## src/an_regs_pkg.sv

```systemverilog
// Package: register map, field layout, reset values and carrier types for the autoneg registers
package an_regs_pkg;

    // ==========================================================
    // Register map (printed values are word indices; byte offsets are four times these)
    // ==========================================================
    localparam logic [2:0] IDX_ID_LOW = 3'h3;
    localparam logic [2:0] IDX_ADV = 3'h4;
    localparam logic [2:0] IDX_PARTNER = 3'h5;
    localparam logic [2:0] IDX_EXP = 3'h6;
    localparam logic [2:0] IDX_NXT_PAGE = 3'h7;
    localparam int ADDR_W = 5;
    localparam int ADDR_LSB = 2;

    // ==========================================================
    // Field positions
    // ==========================================================
    localparam int ADV_NP = 15;
    localparam int ADV_RF = 13;
    localparam int ADV_PAUSE_LO = 10;
    localparam int ADV_T4 = 9;
    localparam int PA_ACK = 14;
    localparam int PA_RF = 13;
    localparam int PA_NP = 15;
    localparam int EXP_PDF = 4;
    localparam int EXP_LPNP = 3;
    localparam int EXP_NPA = 2;
    localparam int EXP_PR = 1;
    localparam int EXP_LPANA = 0;
    localparam int NP_NP = 15;
    localparam int NP_MP = 13;
    localparam int NP_ACK2 = 12;
    localparam int NP_TOG = 11;

    // ==========================================================
    // Reset values and write masks
    // ==========================================================
    // Identifier low word; value is arbitrary
    localparam logic [15:0] ID_LOW_VALUE = 16'h0A5C;
    // Adv reset without pause: tx/10 abilities set, selector 802.3
    localparam logic [15:0] ADV_RESET = 16'h01E1;
    // Writable bits: 15, 13, 11:10, 8:5, 4:0
    localparam logic [15:0] ADV_WMASK = 16'hADFF;
    localparam logic [15:0] NP_RESET = 16'h2001;
    // Writable bits: 15, 13, 12, 10:0
    localparam logic [15:0] NP_WMASK = 16'hB7FF;
    localparam logic [1:0] PAUSE_NONE = 2'h0;
    localparam logic [1:0] PAUSE_SYM = 2'h1;
    localparam logic [1:0] PAUSE_ASYM_PARTNER = 2'h2;
    localparam logic [1:0] PAUSE_BOTH = 2'h3;
    localparam logic [1:0] RESP_OKAY = 2'h0;
    localparam logic [1:0] RESP_SLVERR = 2'h2;

    // ==========================================================
    // Carrier types
    // ==========================================================
    // Events from the auto-negotiation engine
    typedef struct packed {
        logic page_valid;
        logic [15:0] page_word;
        logic partner_an_able;
        logic par_det_fault;
        logic tx_toggle_valid;
        logic tx_toggle;
    } an_event_t;

    typedef enum logic [1:0] {
        RD_IDLE = 2'h0,
        RD_RESP = 2'h1
    } rd_state_t;

    // Whole state of the register block
    typedef struct packed {
        logic [1:0] strap_sync;
        logic strap_done;
        logic [15:0] adv;
        logic [15:0] partner;
        logic [15:0] nxt_page;
        logic pdf_latch;
        logic pr_latch;
        logic partner_an_able;
        logic aw_held;
        logic [ADDR_W-1:0] aw_addr;
        logic w_held;
        logic [31:0] w_data;
        logic [3:0] w_strb;
        logic bvalid;
        logic [1:0] bresp;
        rd_state_t rd_state;
        logic [31:0] rdata;
        logic [1:0] rresp;
    } state_t;

endpackage : an_regs_pkg

```

## src/phy_autoneg_register_set.sv

```systemverilog
// Module: autoneg register set for one PHY port behind an AXI4-Lite slave
`timescale 1ns/1ps

// How it works
// - Identifier low word read only, writes ignored
// - Pause field encodes four flow-control options
// - Pause reset value comes from strap pin
// - TX and 10T abilities writable, reset one
// - T4 ability always reads zero
// - Remote fault writable, resets zero
// - Next page ability writable, resets zero
// - Partner page captured, acknowledge shown
// - Partner remote fault reflects received page
// - Parallel fault latches until read
// - Partner next page ability reported
// - Local next page able reads one
// - Page received latches until read
// - Partner autoneg able reported
// - Next page more-follows bit, resets zero
// - Message page bit, resets one
// - Second acknowledge bit, resets zero
// - Toggle read only, follows last word
module phy_autoneg_register_set (
    // Clock and reset
    input wire logic aclk,
    input wire logic aresetn,
    // Strap pin, asynchronous
    input wire logic pause_default_strap_pin,
    // Auto-negotiation engine events
    input wire an_regs_pkg::an_event_t an_event,
    // Advertised words toward the engine
    output logic [15:0] adv_word,
    output logic [15:0] tx_next_page_word,
    // AXI4-Lite write address
    input wire logic [an_regs_pkg::ADDR_W-1:0] s_axi_awaddr,
    input wire logic s_axi_awvalid,
    output logic s_axi_awready,
    // AXI4-Lite write data
    input wire logic [31:0] s_axi_wdata,
    input wire logic [3:0] s_axi_wstrb,
    input wire logic s_axi_wvalid,
    output logic s_axi_wready,
    // AXI4-Lite write response
    output logic [1:0] s_axi_bresp,
    output logic s_axi_bvalid,
    input wire logic s_axi_bready,
    // AXI4-Lite read address
    input wire logic [an_regs_pkg::ADDR_W-1:0] s_axi_araddr,
    input wire logic s_axi_arvalid,
    output logic s_axi_arready,
    // AXI4-Lite read data
    output logic [31:0] s_axi_rdata,
    output logic [1:0] s_axi_rresp,
    output logic s_axi_rvalid,
    input wire logic s_axi_rready
);

    // ==========================================================
    // State
    // ==========================================================
    an_regs_pkg::state_t state_r;
    an_regs_pkg::state_t state_nxt;
    logic [15:0] exp_word;
    logic [15:0] wr_word;
    logic [15:0] wr_mask;
    logic [2:0] wr_idx;
    logic [2:0] rd_idx;
    logic wr_fire;
    logic rd_fire;

    // Expansion status word assembled from latches and live state
    always_comb begin
        exp_word = 16'h0000;
        exp_word[an_regs_pkg::EXP_PDF] = state_r.pdf_latch;
        exp_word[an_regs_pkg::EXP_LPNP] = state_r.partner[an_regs_pkg::PA_NP];
        exp_word[an_regs_pkg::EXP_NPA] = 1'b1;
        exp_word[an_regs_pkg::EXP_PR] = state_r.pr_latch;
        exp_word[an_regs_pkg::EXP_LPANA] = state_r.partner_an_able;
    end

    // Handshake outputs
    assign s_axi_awready = !state_r.aw_held && !state_r.bvalid;
    assign s_axi_wready = !state_r.w_held && !state_r.bvalid;
    assign s_axi_arready = (state_r.rd_state == an_regs_pkg::RD_IDLE);
    assign s_axi_bvalid = state_r.bvalid;
    assign s_axi_bresp = state_r.bresp;
    assign s_axi_rvalid = (state_r.rd_state == an_regs_pkg::RD_RESP);
    assign s_axi_rdata = state_r.rdata;
    assign s_axi_rresp = state_r.rresp;
    assign adv_word = state_r.adv;
    assign tx_next_page_word = state_r.nxt_page;

    // Write decode: address and data may arrive in either order
    assign wr_fire = state_r.aw_held && state_r.w_held && !state_r.bvalid;
    assign wr_idx = state_r.aw_addr[an_regs_pkg::ADDR_W-1:an_regs_pkg::ADDR_LSB];
    assign rd_idx = s_axi_araddr[an_regs_pkg::ADDR_W-1:an_regs_pkg::ADDR_LSB];
    assign rd_fire = s_axi_arvalid && (state_r.rd_state == an_regs_pkg::RD_IDLE);
    assign wr_word = state_r.w_data[15:0];
    assign wr_mask = {{8{state_r.w_strb[1]}}, {8{state_r.w_strb[0]}}};

    // ==========================================================
    // Next-state logic
    // ==========================================================
    always_comb begin
        state_nxt = state_r;

        // Strap synchroniser, second stage only read
        state_nxt.strap_sync = {state_r.strap_sync[0], pause_default_strap_pin};
        if (!state_r.strap_done) begin
            state_nxt.strap_done = 1'b1;
            // Pause default taken from strap after release
            state_nxt.adv[an_regs_pkg::ADV_PAUSE_LO +: 2] = state_r.strap_sync[1]
                ? an_regs_pkg::PAUSE_BOTH : an_regs_pkg::PAUSE_NONE;
        end

        // Capture address and data holds
        if (s_axi_awready && s_axi_awvalid) begin
            state_nxt.aw_held = 1'b1;
            state_nxt.aw_addr = s_axi_awaddr;
        end
        if (s_axi_wready && s_axi_wvalid) begin
            state_nxt.w_held = 1'b1;
            state_nxt.w_data = s_axi_wdata;
            state_nxt.w_strb = s_axi_wstrb;
        end

        // Register writes through per-register write masks
        if (wr_fire) begin
            state_nxt.aw_held = 1'b0;
            state_nxt.w_held = 1'b0;
            state_nxt.bvalid = 1'b1;
            state_nxt.bresp = an_regs_pkg::RESP_OKAY;
            unique case (wr_idx)
                an_regs_pkg::IDX_ADV: begin
                    // Pause, abilities, fault, next page writable; T4 kept zero
                    state_nxt.adv = (state_r.adv & ~(wr_mask & an_regs_pkg::ADV_WMASK))
                        | (wr_word & wr_mask & an_regs_pkg::ADV_WMASK);
                end
                an_regs_pkg::IDX_NXT_PAGE: begin
                    // Toggle bit excluded from mask
                    state_nxt.nxt_page = (state_r.nxt_page & ~(wr_mask & an_regs_pkg::NP_WMASK))
                        | (wr_word & wr_mask & an_regs_pkg::NP_WMASK);
                end
                an_regs_pkg::IDX_ID_LOW, an_regs_pkg::IDX_PARTNER, an_regs_pkg::IDX_EXP: begin
                    // Read-only words ignore writes
                    state_nxt.bresp = an_regs_pkg::RESP_OKAY;
                end
                default: begin
                    state_nxt.bresp = an_regs_pkg::RESP_SLVERR;
                end
            endcase
        end
        if (state_r.bvalid && s_axi_bready) begin
            state_nxt.bvalid = 1'b0;
        end

        // Read channel
        unique case (state_r.rd_state)
            an_regs_pkg::RD_IDLE: begin
                if (rd_fire) begin
                    state_nxt.rd_state = an_regs_pkg::RD_RESP;
                    state_nxt.rresp = an_regs_pkg::RESP_OKAY;
                    state_nxt.rdata = 32'h0000_0000;
                    unique case (rd_idx)
                        an_regs_pkg::IDX_ID_LOW: begin
                            state_nxt.rdata = {16'h0000, an_regs_pkg::ID_LOW_VALUE};
                        end
                        an_regs_pkg::IDX_ADV: begin
                            state_nxt.rdata = {16'h0000, state_r.adv};
                        end
                        an_regs_pkg::IDX_PARTNER: begin
                            state_nxt.rdata = {16'h0000, state_r.partner};
                        end
                        an_regs_pkg::IDX_EXP: begin
                            state_nxt.rdata = {16'h0000, exp_word};
                            // Read clears latches; live events below re-set them
                            state_nxt.pdf_latch = 1'b0;
                            state_nxt.pr_latch = 1'b0;
                        end
                        an_regs_pkg::IDX_NXT_PAGE: begin
                            state_nxt.rdata = {16'h0000, state_r.nxt_page};
                        end
                        default: begin
                            state_nxt.rresp = an_regs_pkg::RESP_SLVERR;
                        end
                    endcase
                end
            end
            an_regs_pkg::RD_RESP: begin
                if (s_axi_rready) begin
                    state_nxt.rd_state = an_regs_pkg::RD_IDLE;
                end
            end
        endcase

        // Engine events; set wins over read clear
        if (an_event.page_valid) begin
            state_nxt.partner = an_event.page_word;
            state_nxt.partner[an_regs_pkg::PA_ACK] = 1'b1;
            state_nxt.pr_latch = 1'b1;
        end
        if (an_event.par_det_fault) begin
            state_nxt.pdf_latch = 1'b1;
        end
        state_nxt.partner_an_able = an_event.partner_an_able;
        if (an_event.tx_toggle_valid) begin
            state_nxt.nxt_page[an_regs_pkg::NP_TOG] = an_event.tx_toggle;
        end
        // Capability bit never advertised
        state_nxt.adv[an_regs_pkg::ADV_T4] = 1'b0;
    end

    // ==========================================================
    // State register
    // ==========================================================
    always_ff @(posedge aclk) begin
        if (!aresetn) begin
            state_r <= '0;
            // Strap synchroniser keeps running so the level is valid at release
            state_r.strap_sync <= state_nxt.strap_sync;
            state_r.adv <= an_regs_pkg::ADV_RESET;
            state_r.nxt_page <= an_regs_pkg::NP_RESET;
            state_r.rd_state <= an_regs_pkg::RD_IDLE;
        end else begin
            state_r <= state_nxt;
        end
    end

endmodule : phy_autoneg_register_set

```

## config.mk

```make
export PLATFORM = sky130hd
export DESIGN_NAME = phy_autoneg_register_set
export DESIGN_NICKNAME = d
export VERILOG_FILES = /design/src/an_regs_pkg.sv /design/src/phy_autoneg_register_set.sv
export SDC_FILE = /design/constraint.sdc
export NUM_CORES = 1
export LEC_CHECK = 0
export BUFFER_PORTS_ARGS = -buffer_cell sky130_fd_sc_hd__buf_4
export CAP_MARGIN = 25
export CORE_AREA = 2 2 124 126
export DETAILED_ROUTE_END_ITERATION = 6
export DIE_AREA = 0 0 126 128
export GPL_ROUTABILITY_DRIVEN = 0
export MAX_ROUTING_LAYER = met4
export SYNTH_ARGS = -nofsm -noshare
export SYNTH_HDL_FRONTEND = slang
export SYNTH_SLANG_ARGS = --single-unit
```

## constraint.sdc

```tcl
create_clock -name aclk -period 1.91 [get_ports aclk]
set_clock_uncertainty 0.2 [all_clocks]
set_input_delay 0.4775 -clock aclk [delete_from_list [all_inputs] [get_ports aclk]]
set_output_delay 0.4775 -clock aclk [all_outputs]
set_load 0.01 [all_outputs]
```

After elaboration in Yosys (flattened, before gate mapping)
Cells that the tools add are included.
{"block": "word_totals", "reg_bits": 136, "inputBits": 75, "out_inout_bits": 73, "elab_cells": 100}
{"block": "classes", "eq_ne": 13, "muxes": 27, "n_bitwise": 8, "n_reduce_logical": 31}
{"op": "two-way mux 134 bit", "count": 1}
{"op": "two-way mux 16 bit", "count": 5}
{"op": "one-hot mux 16 bit (5 select lines)", "count": 1}
{"op": "AND 16 bit", "count": 3}
{"op": "two-way mux 37 bit", "count": 1}
{"op": "two-way mux 36 bit", "count": 1}
{"op": "two-way mux 34 bit", "count": 1}
{"op": "NOT 16 bit", "count": 2}
{"op": "OR 16 bit", "count": 2}
{"op": "== test 3 bit (second input constant)", "count": 8}
{"op": "two-way mux 2 bit", "count": 8}
{"op": "nonzero test 2 bit", "count": 8}
{"op": "AND reduction 2 bit", "count": 5}
{"op": "OR reduction 5 bit", "count": 2}
{"op": "logical AND 1 bit", "count": 8}
{"op": "== test 3 x 2 -> 1 bit (second input constant)", "count": 2}
{"op": "two-way mux 1 bit", "count": 6}
{"op": "two-way mux 6 bit", "count": 1}
{"op": "AND reduction 3 bit", "count": 2}
{"op": "inequality test 2 x 1 -> 1 bit (second input constant)", "count": 2}
{"op": "one-hot mux 2 bit (2 select lines)", "count": 1}
{"op": "OR reduction 2 bit", "count": 2}
{"op": "logical NOT 1 bit", "count": 3}
{"op": "two-way mux 3 bit", "count": 1}
{"op": "other kinds (3)", "count": 3}

Logic depth before layout (Yosys ltp)
{"block": "logic_depth", "ltp_word": 7, "mapped_depth": 6, "mapped_depth_nobuf": 4}

Worst setup path after synthesis
OpenSTA, ideal clock, no wires.
{"block": "synth_timing", "path_kind": "input to register", "start": "input port s_axi_araddr[3] in the netlist's numbering", "end": "register state_r (netlist bit s_axi_rdata[13])", "setup_time_ps": 115, "arrival_time_ps": 1546, "path_slack_ps": 49, "cell_stages": 6, "path_buffers": 2, "path_cell_list": "buf_2 > buf_2 > mux2_2 > a22oi_1 > o21ai_0 > and2_1"}
{"block": "synth_between", "elab_chain_len": 2, "elab_cells_between_ends": 6}
{"element": "from (decl)", "line_no": "phy_autoneg_register_set.sv:48", "text": "input wire logic [an_regs_pkg::ADDR_W-1:0] s_axi_araddr,"}
{"element": "== test 3 bit / == test 3 x 2 -> 1 bit (equally long branches)", "line_no": "phy_autoneg_register_set.sv:164", "text": "unique case (rd_idx)"}
{"element": "one-hot mux 16 bit (5 select lines) *", "line_no": "phy_autoneg_register_set.sv:164"}
{"element": "to (signal assigned)", "line_no": "phy_autoneg_register_set.sv:225", "text": "state_r <= state_nxt;"}
{"element": "to (decl)", "line_no": "phy_autoneg_register_set.sv:61", "text": "an_regs_pkg::state_t state_r;"}
Mark *: on every way between the ends. The rest lies on a longest branch, timed or not.
A chain may end at the register's enable or synchronous reset.

Final worst setup path
{"block": "layout_timing", "start": "register state_r (netlist bit s_axi_bvalid)", "end": "output port s_axi_wready"}
{"block": "layout_between", "elab_chain_len": 2}
{"element": "logical NOT 1 bit", "line_no": "phy_autoneg_register_set.sv:83", "text": "assign s_axi_wready = !state_r.w_held && !state_r.bvalid;"}
{"element": "logical AND 1 bit", "line_no": "phy_autoneg_register_set.sv:83"}
{"element": "to (decl)", "line_no": "phy_autoneg_register_set.sv:42", "text": "output logic s_axi_wready,"}
Every way passes these cells.

==> summary.txt <==
Run status
  • Status: completed

Worst setup path
  • Crit path max-delay cell type: dfxtp_1
  • Worst-case reg-to-reg path depth: 4
  • Top cell family by delay on the critical path: flip-flops
  • Critical path arrival: 1.07 ns
  • R2r startpoint: s_axi_bvalid$_SDFFE_PP0P_
  • Crit end category: output port
  • Critical Path RT: 1.23 ns
  • Reg2Reg Capture Point: tx_next_page_word[13]$_SDFFE_PN1P_
  • Startpoint types: flip-flop
  • Worst path cell trace: nor2_1, buf_4
  • Max stage delay on crit path: 0.36 ns
  • Worst Path Class, Setup: reg -> out
  • Worst Path Max Fanout: 7
  • R2r setup slk: 0.19 ns
  • CP Buf/Inv Count: 1

Floorplanning
  • Ports: roughly 150
  • Die height: about 130 um
  • Die X: about 130 um
  • Die area: 0.0161 mm^2
  • Area of the core: 0.0149 mm^2
  • Initial Util: 29.2%
  • Std cell rows: 45

Clock network
  • Post-CTS Hold Buffers: 0
  • CTS tree: yes
  • Sink Count: 92
  • Root Buffer: clkbuf_16
  • H-tree level count: 3
  • Clock Latency Late Sink: 0.35 ns
  • Longest Clk Path Bufs: 2
  • Inserted Clock Buffers: 9
  • Setup bufs post-CTS: 0
  • Post-CTS sizing: 0
  • CTS clock-pin slew for the worst setup and hold paths: 0.06 ns

Global routing
  • Vias in the first global route: 3,019
  • Pin count of the biggest net entering global routing: 42
  • GRT Total Usage: 13.8%
  • First-pass GRT wire length: 16,700 um
  • GRT overflow: 0
  • Initial antenna violation count: 0

Yosys
  • Mapped cell area: between 0.004 and 0.005 mm^2
  • Syn Inst Count: 465
  • FFs w/ async S/R, synth: 0%
  • Yosys reg bits: slightly above 90
  • Synth top cells by count: dfxtp_1 (92), buf_4 (68), nand2_1 (61)
  • Syn. warnings: 0
  • Largest area contributor in the netlist: dfxtp_1
  • Most common cell in the netlist: dfxtp_1
  • EDFF count, synth: 0
  • Top cell type's share of synthesized area: between 40% and 50%
  • Dominant synthesized flop cell: dfxtp_1
  • Post-synthesis sequential area ratio: 42.4%
  • Count of cell types in the netlist: 41
  • Synth area leaders: dfxtp_1 (42%), buf_4 (12%), mux2i_1 (11%), nor2b_1 (6.5%), nand2_1 (5.3%)
  • Avg Cell Area, Syn: 9.33 um^2

STA
  • Unrepaired setup endpoints after global routing: false
  • Setup tns final: 0 ns
  • Period utilization: 91.6%
  • Final setup viols: 0
  • Minimum clock period after layout: 1.75 ns
  • Max Freq: roughly 570 MHz
  • Max_slew headroom: approximately three fifths
  • Hold Fails Final Rpt: 0
  • Final Slew Violations: 0
  • Worst-Margin Slew: 0.605 ns
  • Setup ws final: 0.160 ns

Pwr
  • Clock Power Share: 40.5%
  • Psw: 0.00105 W
  • Seq pwr share: 48.3%
  • Leakage power: 2.33 nW
  • Power Internal: 0.00323 W
  • Power Dens Cells: about 820 mW/mm^2
  • Combinational Power Share: 11.2%
  • Sw Share: 24.5%
  • Peak supply drop: 413 uV

Final layout
  • Area of the multi-input gates: 0.00193 mm^2
  • Ant. Diodes: 0
  • Filler instances: 1,577
  • Seq. cell area: 0.00184 mm^2
  • Core Util, Final: 34.9%
  • Area Overhead vs Synth: 19.5%
  • Layout cells sized above 1: about 27%
  • NumNets Final: 590

Min path
  • Hold Crit Class: in -> reg
  • Hold Crit Depth: 1
  • WHS Endpoint: state_nxt[135]$_DFF_P_
  • Worst Hold Launch: pause_default_strap_pin

Routing
  • Residual DRC: 0
  • Vias: around 3,100
  • Routed WL per cell: 14.9 um
  • Final wirelength: 10,600 um
  • TritonRoute pass-1 iters: 4
  • Via density: 4.40
  • Antenna Violating Nets Remaining: 0
  • Initial DRC Count: between 100 and 150

Run
  • Max-cap viol count: 0

Place
  • DP HPWL: between 7000 and 8000 um
  • IO buf count: 101
  • Pre-CTS WS: 0.0704 ns
==> placed cells by master, fill, tap and decap left out, types with 5 or more instances in the layout <==
cell type,netlist,final
nand2_1,61,61
mux2_2,7,7
nand3_1,5,5
and2_1,10,10
conb_1,1,22
mux2i_1,46,46
nor2_1,5,5
a21boi_0,21,21
nand2b_1,7,7
o21ai_0,13,13
a22oi_1,6,6
a21oi_1,11,11
buf_4,68,112
o21a_1,5,5
nor2b_1,45,45
dfxtp_1,92,92
clkbuf_16,0,9
==> power by group through the flow <==
stage               logic [W]  registers (W)  clock network (W)
finish               0.000477        0.00206            0.00173
global route         0.000530        0.00207            0.00187
CTS                  0.000485        0.00206            0.00179
detailed placement   0.000483        0.00211                  0
global placement     0.000475        0.00210                  0
floorplan            0.000339        0.00208                  0
==> through the flow <==
stage | total power [W] | hold WS [ns] | cell area, um^2 | instances
final | 0.00427 | 0.0333 | 5190 | 708
after global routing | 0.00447 | 0.0180 | 5190 | 708
after CTS | 0.00434 | 0.0187 | 5190 | 708
after detailed placement | 0.00259 | 0.120 | 4900 | 692
after global placement | 0.00258 | 0.118 | 4900 | 692
after floorplan | 0.00242 | 0.110 | 4420 | 486
==> state kept, by name (all words and copies together), names as in the netlist <==
name               cells
s_axi_rresp            1
adv_word              13
s_axi_rdata           16
s_axi_bresp            1
s_axi_bvalid           1
exp_word               4
state_nxt              1
tx_next_page_word     15
state_r               40
==> worst register-to-register path, delay by kind of cell, from the launching register on <==
family	cells	cell delay, ns
mux	1	0.24
simple gates	3	0.81
flops	1	0.36
==> layout make-up <==
cell class / instances / area share, %
clock buffers: 13 / 5.21
clock inverters: 3 / 0.386
repair buffers: 114 / 17.0
well taps: 188 / 4.54
inverters: 3 / 0.217
multi-input cells: 295 / 37.2
flip-flops and latches: 92 / 35.5
==> worst max path at each step <==
stage	start	endpoint	slack, ns	depth (start not counted)
final	s_axi_bvalid$_SDFFE_PP0P_	s_axi_wready	0.16	2
after global routing	s_axi_bvalid$_SDFFE_PP0P_	s_axi_wready	0.05	2
after CTS	s_axi_bvalid$_SDFFE_PP0P_	s_axi_wready	0.13	2
after detailed placement	s_axi_araddr[3]	s_axi_rdata[8]$_SDFFE_PN0P_	0.07	5
after global placement	s_axi_araddr[3]	s_axi_rdata[13]$_SDFFE_PN0P_	0.09	5
after floorplan	s_axi_araddr[3]	s_axi_rdata[13]$_SDFFE_PN0P_	0.05	6
==> per-layer routing <==
layer  vias up  wire length [um]  global-route usage, %
li1       1565                 -                      -
met1      1448              5100                   17.8
met2        91              4770                   20.8
met3        13               512                   3.46
met4         0               175                   5.24
met5         -                 0                      -
==> cells by family after synthesis <==
logic type      count (synthesis)  synth area share [%]
simple gates                  147                  18.0
buf+inv                        99                  15.0
flops                          92                  42.4
compound gates                 71                  11.0
mux                            55                  13.5
other cells                     1                0.0864
(Power assumes the default switching activity.)
